--- src/common/cpt_pkg.sv ---
// Purpose: Constants for the clock prescaler and oscillator trim block
// Assumes: APB slave, 32-bit data, one word per register
// Notes: Contract list follows
// Contract
// Trim bit seven reads zero always
// Trim code raises frequency monotonically
// Reset loads factory calibration into trim
// Software keeps trim within ten percent
// Software steps trim at most 0x20
// Unlock sets only with other bits zero
// Unlock clears after four cycles or select write
// Rewrite of unlock neither restarts nor clears
// Prescale bits six to four read zero
// Select accepted only while unlocked
// Software disables interrupts during sequence
// Reset select from divide-by-eight fuse
// Any select value accepted after reset
// Codes zero to eight divide by power of two
// Divided clock feeds processor and peripherals
// Division change glitch free, no short period
// New rate within old plus two new periods
// Divider runs from master clock, unreadable
// Fuse sampled in reset; reserved codes unspecified
// ============================================================
// Package
package cpt_pkg;
  // Offsets printed are not multiples of four: indices, byte address is 4x
  localparam logic [7:0] CPT_PRESCALE_IDX = 8'h26;
  localparam logic [7:0] CPT_TRIM_IDX = 8'h31;
  localparam logic [9:0] CPT_PRESCALE_ADDR = {CPT_PRESCALE_IDX, 2'b00};
  localparam logic [9:0] CPT_TRIM_ADDR = {CPT_TRIM_IDX, 2'b00};
  // Field positions
  localparam int CPT_UNLOCK_BIT = 7;
  localparam int CPT_SEL_W = 4;
  localparam int CPT_TRIM_W = 7;
  // Reset select values and top select code
  localparam logic [3:0] CPT_SEL_RST_DIV1 = 4'h0;
  localparam logic [3:0] CPT_SEL_RST_DIV8 = 4'h3;
  localparam logic [3:0] CPT_SEL_MAX = 4'h8;
  // Unlock window in master clock cycles
  localparam logic [2:0] CPT_UNLOCK_CYCLES = 3'h4;
  localparam logic [31:0] CPT_ZERO_WORD = 32'h0000_0000;
endpackage

--- src/core/cpt_top.sv ---
// Purpose: Clock prescaler control and oscillator trim registers on APB
// Assumes: Fuse and calibration inputs are static around reset
// Notes: Zero wait states; unmapped addresses read zero, no error
//
// Added by the designer: the APB register port.
`timescale 1ns/10ps
module cpt_top
  import cpt_pkg::*;
(
  input wire logic core_clk_i,
  input wire logic reset_i,
  input wire logic psel_i,
  input wire logic penable_i,
  input wire logic pwrite_i,
  input wire logic [11:0] paddr_i,
  input wire logic [31:0] pwdata_i,
  output logic [31:0] prdata_o,
  output logic pready_o,
  output logic pslverr_o,
  input wire logic div8_start_fuse_i,
  input wire logic [6:0] factory_cal_i,
  output logic [6:0] osc_trim_o,
  output logic sys_tick_o,
  output logic sys_clk_o
);
  // ============================================================
  // Input synchronisers for static pins
  logic fuse_s1_reg, fuse_s2_reg;
  logic [6:0] cal_s1_reg, cal_s2_reg;

  // Two stage capture
  always_ff @(posedge core_clk_i) begin
    fuse_s1_reg <= div8_start_fuse_i;
    fuse_s2_reg <= fuse_s1_reg;
    cal_s1_reg <= factory_cal_i;
    cal_s2_reg <= cal_s1_reg;
  end

  // ============================================================
  // Register state
  logic unlock_reg, unlock_next; // Change unlock flag
  logic [2:0] win_reg, win_next; // Cycles left in window
  logic [3:0] sel_reg, sel_next; // Prescale select
  logic [6:0] trim_reg, trim_next; // Oscillator trim
  logic [31:0] rdata_reg, rdata_next;
  logic wr_en, rd_en, hit_pre, hit_trim;

  // Address decode on the full byte address
  function automatic logic addr_is(input logic [11:0] a, input logic [9:0] b);
    addr_is = (a[11:10] == 2'b00) && (a[9:0] == b);
  endfunction

  always_comb begin
    hit_pre = addr_is(paddr_i, CPT_PRESCALE_ADDR);
    hit_trim = addr_is(paddr_i, CPT_TRIM_ADDR);
    wr_en = psel_i & penable_i & pwrite_i;
    rd_en = psel_i & ~penable_i & ~pwrite_i;
  end

  // ============================================================
  // Next values for the control registers
  always_comb begin
    unlock_next = unlock_reg;
    win_next = win_reg;
    sel_next = sel_reg;
    trim_next = trim_reg;
    // timed expiry of unlock
    if (unlock_reg) begin
      win_next = win_reg - 3'h1;
      if (win_reg == 3'h1) begin
        unlock_next = 1'b0;
      end
    end
    if (wr_en && hit_pre) begin
      if (pwdata_i[CPT_UNLOCK_BIT]) begin
        // only with other bits zero
        // rewrite keeps running window
        if (pwdata_i[CPT_UNLOCK_BIT-1:0] == 7'h00 && !unlock_reg) begin
          unlock_next = 1'b1;
          win_next = CPT_UNLOCK_CYCLES;
        end
      end else begin
        // select taken only when unlocked
        // any code, fuse ignored
        if (unlock_reg) begin
          sel_next = pwdata_i[CPT_SEL_W-1:0];
        end
        // select write ends window
        unlock_next = 1'b0;
        win_next = 3'h0;
      end
    end
    // monotonic code stored as is
    if (wr_en && hit_trim) begin
      trim_next = pwdata_i[CPT_TRIM_W-1:0];
    end
  end

  // Read data capture in setup phase
  always_comb begin
    rdata_next = CPT_ZERO_WORD;
    if (rd_en && hit_pre) begin
      // bits six to four zero
      // divider count not visible
      rdata_next = {24'h00_0000, unlock_reg, 3'b000, sel_reg};
    end else if (rd_en && hit_trim) begin
      // top trim bit reads zero
      rdata_next = {24'h00_0000, 1'b0, trim_reg};
    end else if (psel_i && penable_i) begin
      rdata_next = rdata_reg;
    end
  end

  // Registers
  always_ff @(posedge core_clk_i) begin
    if (reset_i) begin
      unlock_reg <= 1'b0;
      win_reg <= 3'h0;
      // fuse picks reset select
      // fuse sampled during reset
      sel_reg <= fuse_s2_reg ? CPT_SEL_RST_DIV8 : CPT_SEL_RST_DIV1;
      // calibration loaded at reset
      trim_reg <= cal_s2_reg;
      rdata_reg <= CPT_ZERO_WORD;
    end else begin
      unlock_reg <= unlock_next;
      win_reg <= win_next;
      sel_reg <= sel_next;
      trim_reg <= trim_next;
      rdata_reg <= rdata_next;
    end
  end

  // ============================================================
  // Divider; R14: reserved codes clamp at 256
  logic [3:0] sel_eff;
  always_comb begin
    sel_eff = (sel_reg > CPT_SEL_MAX) ? CPT_SEL_MAX : sel_reg;
  end

  cpt_divider #(.CNT_W(8)) u_div (
    .core_clk_i(core_clk_i),
    .reset_i(reset_i),
    .sel_i(sel_eff),
    .tick_o(sys_tick_o),
    .div_clk_o(sys_clk_o)
  );

  // Bus answers
  assign pready_o = 1'b1;
  assign pslverr_o = 1'b0;
  assign prdata_o = rdata_reg;
  assign osc_trim_o = trim_reg;
endmodule

--- src/core/cpt_divider.sv ---
// Purpose: Glitch-free power-of-two clock divider
// Assumes: Runs on the undivided master clock
// Notes: Emits a one-cycle enable pulse at the divided rate
`timescale 1ns/10ps
module cpt_divider
  import cpt_pkg::*;
#(
  parameter int CNT_W = 8
) (
  input wire logic core_clk_i,
  input wire logic reset_i,
  input wire logic [3:0] sel_i,
  output logic tick_o,
  output logic div_clk_o
);
  // ============================================================
  // Counter state
  logic [CNT_W-1:0] cnt_reg, cnt_next; // Period counter, cleared at period end, not visible to software
  logic [3:0] act_reg, act_next; // Division in force
  logic tick_reg, tick_next;
  logic clk_reg, clk_next;
  logic [CNT_W-1:0] mask;

  // Terminal mask for a given code
  function automatic logic [CNT_W-1:0] term_mask(input logic [3:0] s);
    logic [CNT_W:0] one;
    one = {{CNT_W{1'b0}}, 1'b1} << s;
    term_mask = one[CNT_W-1:0] - {{(CNT_W-1){1'b0}}, 1'b1};
  endfunction

  // ============================================================
  // Next state
  always_comb begin
    mask = term_mask(act_reg);
    cnt_next = cnt_reg + {{(CNT_W-1){1'b0}}, 1'b1};
    act_next = act_reg;
    tick_next = 1'b0;
    clk_next = clk_reg;
    // change only at period end
    if ((cnt_reg & mask) == mask) begin
      tick_next = 1'b1;
      // new rate after current period
      act_next = sel_i;
      cnt_next = '0;
      clk_next = 1'b1;
    end else if ((cnt_reg & mask) == (mask >> 1)) begin
      clk_next = (act_reg == 4'h0);
    end else if (act_reg == 4'h0) begin
      clk_next = 1'b1;
    end
  end

  // Registers
  always_ff @(posedge core_clk_i) begin
    if (reset_i) begin
      cnt_reg <= '0;
      act_reg <= CPT_SEL_RST_DIV1;
      tick_reg <= 1'b0;
      clk_reg <= 1'b0;
    end else begin
      cnt_reg <= cnt_next;
      act_reg <= act_next;
      tick_reg <= tick_next;
      clk_reg <= clk_next;
    end
  end

  // enable goes out to the processor and peripherals; the registers here run every master cycle
  assign tick_o = tick_reg;
  assign div_clk_o = clk_reg;
endmodule

--- config.mk ---
export PLATFORM = sky130hd
export DESIGN_NAME = cpt_top
export DESIGN_NICKNAME = d
export VERILOG_FILES = /design/src/common/cpt_pkg.sv /design/src/core/cpt_top.sv /design/src/core/cpt_divider.sv
export SDC_FILE = /design/constraint.sdc
export NUM_CORES = 1
export LEC_CHECK = 0
export BUFFER_PORTS_ARGS = -buffer_cell sky130_fd_sc_hd__buf_4
export CORE_MARGIN = 10
export CORE_UTILIZATION = 30
export DETAILED_ROUTE_END_ITERATION = 8
export PLACE_DENSITY_LB_ADDON = 0.1
export REMOVE_ABC_BUFFERS = 1
export SLEW_MARGIN = 20
export SYNTH_ARGS = -nofsm -noshare
export SYNTH_HDL_FRONTEND = slang
export SYNTH_SLANG_ARGS = --single-unit
--- constraint.sdc ---
create_clock -name core_clk_i -period 5.8 [get_ports core_clk_i]
set_input_delay 0.58 -clock core_clk_i [delete_from_list [all_inputs] [get_ports core_clk_i]]
set_output_delay 0.58 -clock core_clk_i [all_outputs]
set_load 0.05 [all_outputs]
==> run metrics, run 1 <==
worst hold endpoint=cal_s2_reg[3]$_DFF_P_; WS Path Type=register to register; I/O pin count=100; normalized max-slew margin=53.0%; startpoint types=register; Psw=438 uW; Clock Power Share=19.8%; most used cell along the critical path=a311oi_1; reg-to-reg endpoint=u_div.div_clk_o$_SDFFE_PP0P_; Finish-stage setup viols=0; Clock H-tree levels=2; diodes inserted=0; Die X=approximately 110 um; Root Driver=clkbuf_8; Final WS setup=3.06 ns; drt first pass iters=4; WP buf/inv=1; Die Area=roughly 12000 um^2; post-route ant nets=0; Post-synth EDFFs=11; unrepaired setup endpoints after global routing=false; fmax=365 MHz; Core Area=8130 um^2; post-synth top area share=34.0%; sequential group share of total power=40.9%; total power=roughly 1.1 mW; first-pass GRT wire length=9.49 mm; clock transition at the registers of the reported paths=0.10 ns; Hold Buf Count CTS=0; Setup Skew=0.0170 ns; final hold slack=0.332 ns; Post-Synthesis Cell Area=about 2500 um^2; number of synthesized register bits=between 50 and 60; wire per inst=between 10 and 15 um; Nets=357; via density per instance=4.68; clk sinks=53; Net Sw Frac=approximately two fifths; # resized after CTS=0; area added between synthesis and finish=17.8%; hold_sp=cal_s1_reg[3]$_DFF_P_; worst reg2reg path startpoint=u_div.act_reg[3]$_SDFFE_PP0P_; core occupancy in the finished layout=35.8%; Final Hold Fails=0; Critical Path AT=2.93 ns; Mean Syn Cell Area=9.85 um^2; peak supply drop=127 uV; crit-path leading delay family=simple AND/OR/NAND/NOR gates; Cell Int Power=about 650 uW; Setup crit start=u_div.act_reg[3]$_SDFFE_PP0P_; Starting Density=30.4%; Slowest cell on crit path=dfxtp_1; sequential-to-total area share from yosys stat=47.4%; total clock buffers created by CTS=5; Critical Path RT=5.98 ns; R2R Setup Slk=3.06 ns; port bufs=49; Synth area leaders=dfxtp_1 (34%), edfxtp_1 (13%), buf_4 (8.2%); clock latency on the worst-skew pair=0.31 ns; FP Rows=33; routed via count=1880; Synth async-reset ratio=0%; Clock Tree Buf Depth=2; gr usage total=9.16%; P_leak=1.15 nW; fraction of layout cells with a size suffix above 1=25.6%; outcome=finished, final reports clean; DR iter-0 viols=51; fin crit period=2.74 ns; setup repair bufs after CTS=0; top_reg_cell synth=dfxtp_1; initial antenna violation count=0; Warnings, synthesis=0; R2R depth=9; TritonCTS clock tree=built; worst-path maximum fanout=12; pin count of the biggest net entering global routing=27; Synth Instances=around 250; Placer Congestion=0.705; DIE HEIGHT=111 um; fin crit share=47.3%; final WL=5.72 mm; class of the worst hold path=register to register; cell count of the worst hold path=0; Post-Place Worst Slack=between 3 and 4 ns; total gr overflow=0; worst-path cell chain=or2_2 -> nor3_2 -> inv_1 -> ha_1 -> or3_1 -> and2_1 -> o221a_2 -> a311oi_1 -> a311oi_1; post-DP HPWL=4.44 mm; number of global-route vias before repair=1859; slowest stage delay, CP=approximately 0.45 ns; Max-Cap Viols=0; post-synthesis cell type count=50; pwr/cell area=374 nW/um^2; drt drc=0; Comb power frac=39.3%; worst-margin pin slew=0.696 ns; fin. max-slew vios=0; TNS Setup=0 ns; CP Capture Type=register; cell taking the most area after synthesis=dfxtp_1
## layer usage
layer	part of all wire [%]	GRT usage (%)	vias up
li1	-	-	934
met1	45	11.4	874
met2	46	14.2	67
met3	8.4	4.06	5
met4	0.56	2.08	0
met5	0	0	-
## cell families (layout without fill, tap and decap cells)
family / count (synthesis) / in the layout / share of synthesized area [%]
mux: 4 / 4 / 1.82
xor+xnor: 9 / 9 / 3.19
other cells: 2 / 26 / 0.304
flops: 53 / 53 / 47.4
fa+ha+maj: 4 / 4 / 2.02
compound gates: 51 / 51 / 15.7
simple gates: 84 / 84 / 18.2
buf+inv: 44 / 66 / 11.4
## power by group through the flow
stage / Clock, mW / Sequential, mW / Combinational (mW)
5_1_grt: 0.242 / 0.451 / 0.472
6_report: 0.216 / 0.445 / 0.428
2_1_floorplan: 0 / 0.474 / 0.301
3_3_place_gp: 0 / 0.456 / 0.430
4_1_cts: 0.227 / 0.445 / 0.427
3_5_place_dp: 0 / 0.454 / 0.423
## synthesized netlist by cell type (2+ instances only)
cell        n
xnor2_1     5
edfxtp_1   11
nor2_1     16
buf_4      27
nor4_1      4
buf_6       2
nor3_2      3
a21o_1      2
inv_1       8
nor3_1      3
clkbuf_1    6
o221a_2     2
a21oi_1    12
o21a_1      2
nor2b_1     6
a22oi_1     8
mux2_2      4
conb_1      2
nand4_1     4
dfxtp_1    42
o31ai_1     7
nand2_1    27
or2_2       2
and2_1      3
o311ai_1    2
o21ai_0     2
xor2_1      4
a311oi_1    2
nand2b_1    3
ha_1        4
nand4bb_1   2
o21bai_1    2
nand3_1     5
## worst max path at each step
| stage | endpoint | slack, ns | cells past startpoint |
|---|---|---|---|
| 2_1_floorplan | u_div.div_clk_o$_SDFFE_PP0P_ | 3.34 | 9 |
| 3_3_place_gp | u_div.cnt_reg[6]$_SDFF_PP0_ | 3.00 | 8 |
| 3_5_place_dp | u_div.div_clk_o$_SDFFE_PP0P_ | 3.07 | 9 |
| 4_1_cts | u_div.cnt_reg[6]$_SDFF_PP0_ | 3.05 | 8 |
| 5_1_grt | u_div.cnt_reg[6]$_SDFF_PP0_ | 2.83 | 8 |
| 6_report | u_div.div_clk_o$_SDFFE_PP0P_ | 3.06 | 9 |
## cell type report
| cell class | instances | area, um^2 |
|---|---|---|
| fillers | 840 | 5220 |
| flip-flops and latches | 53 | 1170 |
| multi-input cells | 178 | 1110 |
| repair buffers | 50 | 375 |
| well taps | 105 | 131 |
| clock buffers | 5 | 68.8 |
| inverters | 8 | 30.0 |
| clock inverters | 3 | 25.0 |
## stage by stage
step / area, um^2 / std cells
after CTS: 2910 / 402
after detailed placement: 2820 / 394
final: 2910 / 402
after global routing: 2910 / 402
after floorplan: 2310 / 239
after global placement: 2820 / 394
## cell usage in the layout, fill, tap and decap left out, types with 2 or more instances in the layout
master / synthesis / layout
o311ai_1: 2 / 2
o21a_1: 2 / 2
a311oi_1: 2 / 2
o31ai_1: 7 / 7
buf_4: 27 / 50
a21oi_1: 12 / 12
edfxtp_1: 11 / 11
a22oi_1: 8 / 8
inv_1: 8 / 8
mux2_2: 4 / 4
nand3_1: 5 / 5
o21bai_1: 2 / 2
and2_1: 3 / 3
xnor2_1: 5 / 5
conb_1: 2 / 26
nand4_1: 4 / 4
dfxtp_1: 42 / 42
clkbuf_8: 0 / 5
nor3_1: 3 / 3
o221a_2: 2 / 2
nand2_1: 27 / 27
ha_1: 4 / 4
o21ai_0: 2 / 2
xor2_1: 4 / 4
nand2b_1: 3 / 3
a21o_1: 2 / 2
or2_2: 2 / 2
nor2b_1: 6 / 6
nor4_1: 4 / 4
nor3_2: 3 / 3
nand4bb_1: 2 / 2
nor2_1: 16 / 16
(Power assumes the default switching activity.)
==> inputs of run 2 (changes only) <==
clock period = 2.6 ns   (was 5.8 ns; I/O delays follow)
==> run metrics, run 2 (synthesis results as in run 1) <==
clock transition at the registers of the reported paths=0.10 ns (about the same); fin crit period=2.41 ns (was 2.74 ns); slowest stage delay, CP=0.34 ns (was 0.45 ns); peak supply drop=314 uV (was 127 uV); I/O pin count=100 (unchanged); routed via count=1912 (was 1880); Placer Congestion=0.746 (was 0.705); Top Usage Layer GRT=met2 (unchanged); drt drc=0 (unchanged); post-route ant nets=0 (unchanged); commonest cells after routing, fill and taps aside=buf_4 (61), dfxtp_1 (42), nand2_1 (27) (was buf_4 (50), dfxtp_1 (42), nand2_1 (27)); Die Area=12300 um^2 (unchanged); pwr/cell area=859 nW/um^2 (was 374 nW/um^2); DIE HEIGHT=111 um (unchanged); grt met2 use=15.0% (was 14.2%); dpl cells=405 (was 394); Finish-stage setup viols=0 (unchanged); Clock Tree Buf Depth=2 (unchanged); core occupancy in the finished layout=36.9% (was 35.8%); clock latency on the worst-skew pair=0.30 ns (was 0.31 ns); Nets=368 (was 357); FP Rows=33 (unchanged); fin crit share=92.8% (was 47.3%); register area=1170 um^2 (unchanged); most common cell after layout, fill and taps aside=buf_4 (unchanged); worst-path maximum fanout=6 (was 12); Starting Density=30.4% (unchanged); Slowest cell on crit path=or2_2 (was dfxtp_1); CP Capture Type=register (unchanged); # resized after CTS=0 (unchanged); fin. max-slew vios=0 (unchanged); Critical Path RT=2.77 ns (was 5.98 ns); fmax=414 MHz (was 365 MHz); initial antenna violation count=0 (unchanged); number of global-route vias before repair=1944 (was 1859); outcome=finished, final reports clean (unchanged); setup repair bufs after CTS=0 (unchanged); class of the worst hold path=input pin to register (was register to register); most used cell along the critical path=a311oi_1 (unchanged); Layout Cells excl Fill=413 (was 402); via density per instance=4.63 (was 4.68); Hold Buf Count CTS=0 (unchanged); fraction of layout cells with a size suffix above 1=28.9% (was 25.6%); DR iter-0 viols=62 (was 51); total clock buffers created by CTS=5 (unchanged); Setup Skew=0.0110 ns (was 0.0170 ns); unrepaired setup endpoints after global routing=false (unchanged); area of the multi-input gates=1120 um^2 (was 1110 um^2); fill count=819 (was 840); normalized max-slew margin=59.8% (was 53.0%); total power=2.57 mW (was 1.09 mW); wire per inst=14.2 um (about the same); Critical Path AT=2.58 ns (was 2.93 ns); drt first pass iters=4 (unchanged); worst-path cell chain=or2_2 -> nor3_2 -> inv_1 -> ha_2 -> or3_1 -> and2_1 -> o221a_2 -> a311oi_1 -> a311oi_1 (was or2_2 -> nor3_2 -> inv_1 -> ha_1 -> or3_1 -> and2_1 -> o221a_2 -> a311oi_1 -> a311oi_1); Final Hold Fails=0 (unchanged); worst-margin pin slew=0.600 ns (was 0.696 ns); pin count of the biggest net entering global routing=27 (unchanged); post-DP HPWL=4.64 mm (was 4.44 mm); area added between synthesis and finish=21.3% (was 17.8%); final WL=5.88 mm (was 5.72 mm); Clock H-tree levels=2 (unchanged); TNS Setup=0 ns (unchanged); Core Area=8130 um^2 (unchanged); first-pass GRT wire length=9.68 mm (was 9.49 mm); total gr overflow=0 (unchanged); Die X=111 um (unchanged); Max-Cap Viols=0 (unchanged); met3 Use GR=4.38% (was 4.06%); diodes inserted=0 (unchanged); WS Path Type=register to register (unchanged); startpoint types=register (unchanged); TritonCTS clock tree=built (unchanged); P_leak=1.21 nW (was 1.15 nW); gr usage total=9.26% (was 9.16%); clk sinks=53 (unchanged); met1 Use GR=11.0% (was 11.4%); Root Driver=clkbuf_8 (unchanged); port bufs=49 (unchanged)
-- run 2: cell type report --
cell class / instances / area share, %
clock inverters: 3 / 0.751
repair buffers: 61 / 15.3
clock buffers: 5 / 2.30
inverters: 8 / 1.00
well taps: 105 / 4.38
multi-input cells: 178 / 37.2
flip-flops and latches: 53 / 39.1
-- run 2: power breakdown --
group | internal (mW) | switching (mW)
combinational | 0.477 | 0.668
clock | 0.192 | 0.271
sequential | 0.909 | 0.0578
total | 1.58 | 0.996
-- run 2: stage by stage --
step	instance area [um^2]	hold WS, ns	setup WS (ns)
final	3000	0.0518	0.187
after global routing	3000	0.0264	0.0403
after CTS	2990	0.0384	0.128
after detailed placement	2900	0.312	0.158
after global placement	2900	0.312	0.185
after floorplan	2310	0.288	0.135
-- run 2: per-layer routing --
metal / vias to the layer above / wire, um
met3: 2 / 468
met2: 45 / 2780
li1: 950 / -
met5: - / 0
met4: 0 / 18
met1: 915 / 2610
-- run 2: critical path, delay by kind of cell, from the launching register on --
kind,cells,cell delay (ns)
buf+inv,1,0.09
simple gates,4,1.01
flops,1,0.32
fa+ha+maj,1,0.23
compound gates,3,0.64
-- run 2: worst paths after layout --
| path | from | endpoint | slack (ns) | depth (start not counted) |
|---|---|---|---|---|
| hold / removal | factory_cal_i[5] | cal_s1_reg[5]$_DFF_P_ | 0.05 | 1 |
| hold reg to reg | cal_s1_reg[3]$_DFF_P_ | cal_s2_reg[3]$_DFF_P_ | 0.33 | 0 |
| setup reg to reg | u_div.act_reg[2]$_SDFFE_PP0P_ | u_div.div_clk_o$_SDFFE_PP0P_ | 0.19 | 9 |
| setup / recovery | u_div.act_reg[2]$_SDFFE_PP0P_ | u_div.div_clk_o$_SDFFE_PP0P_ | 0.19 | 9 |
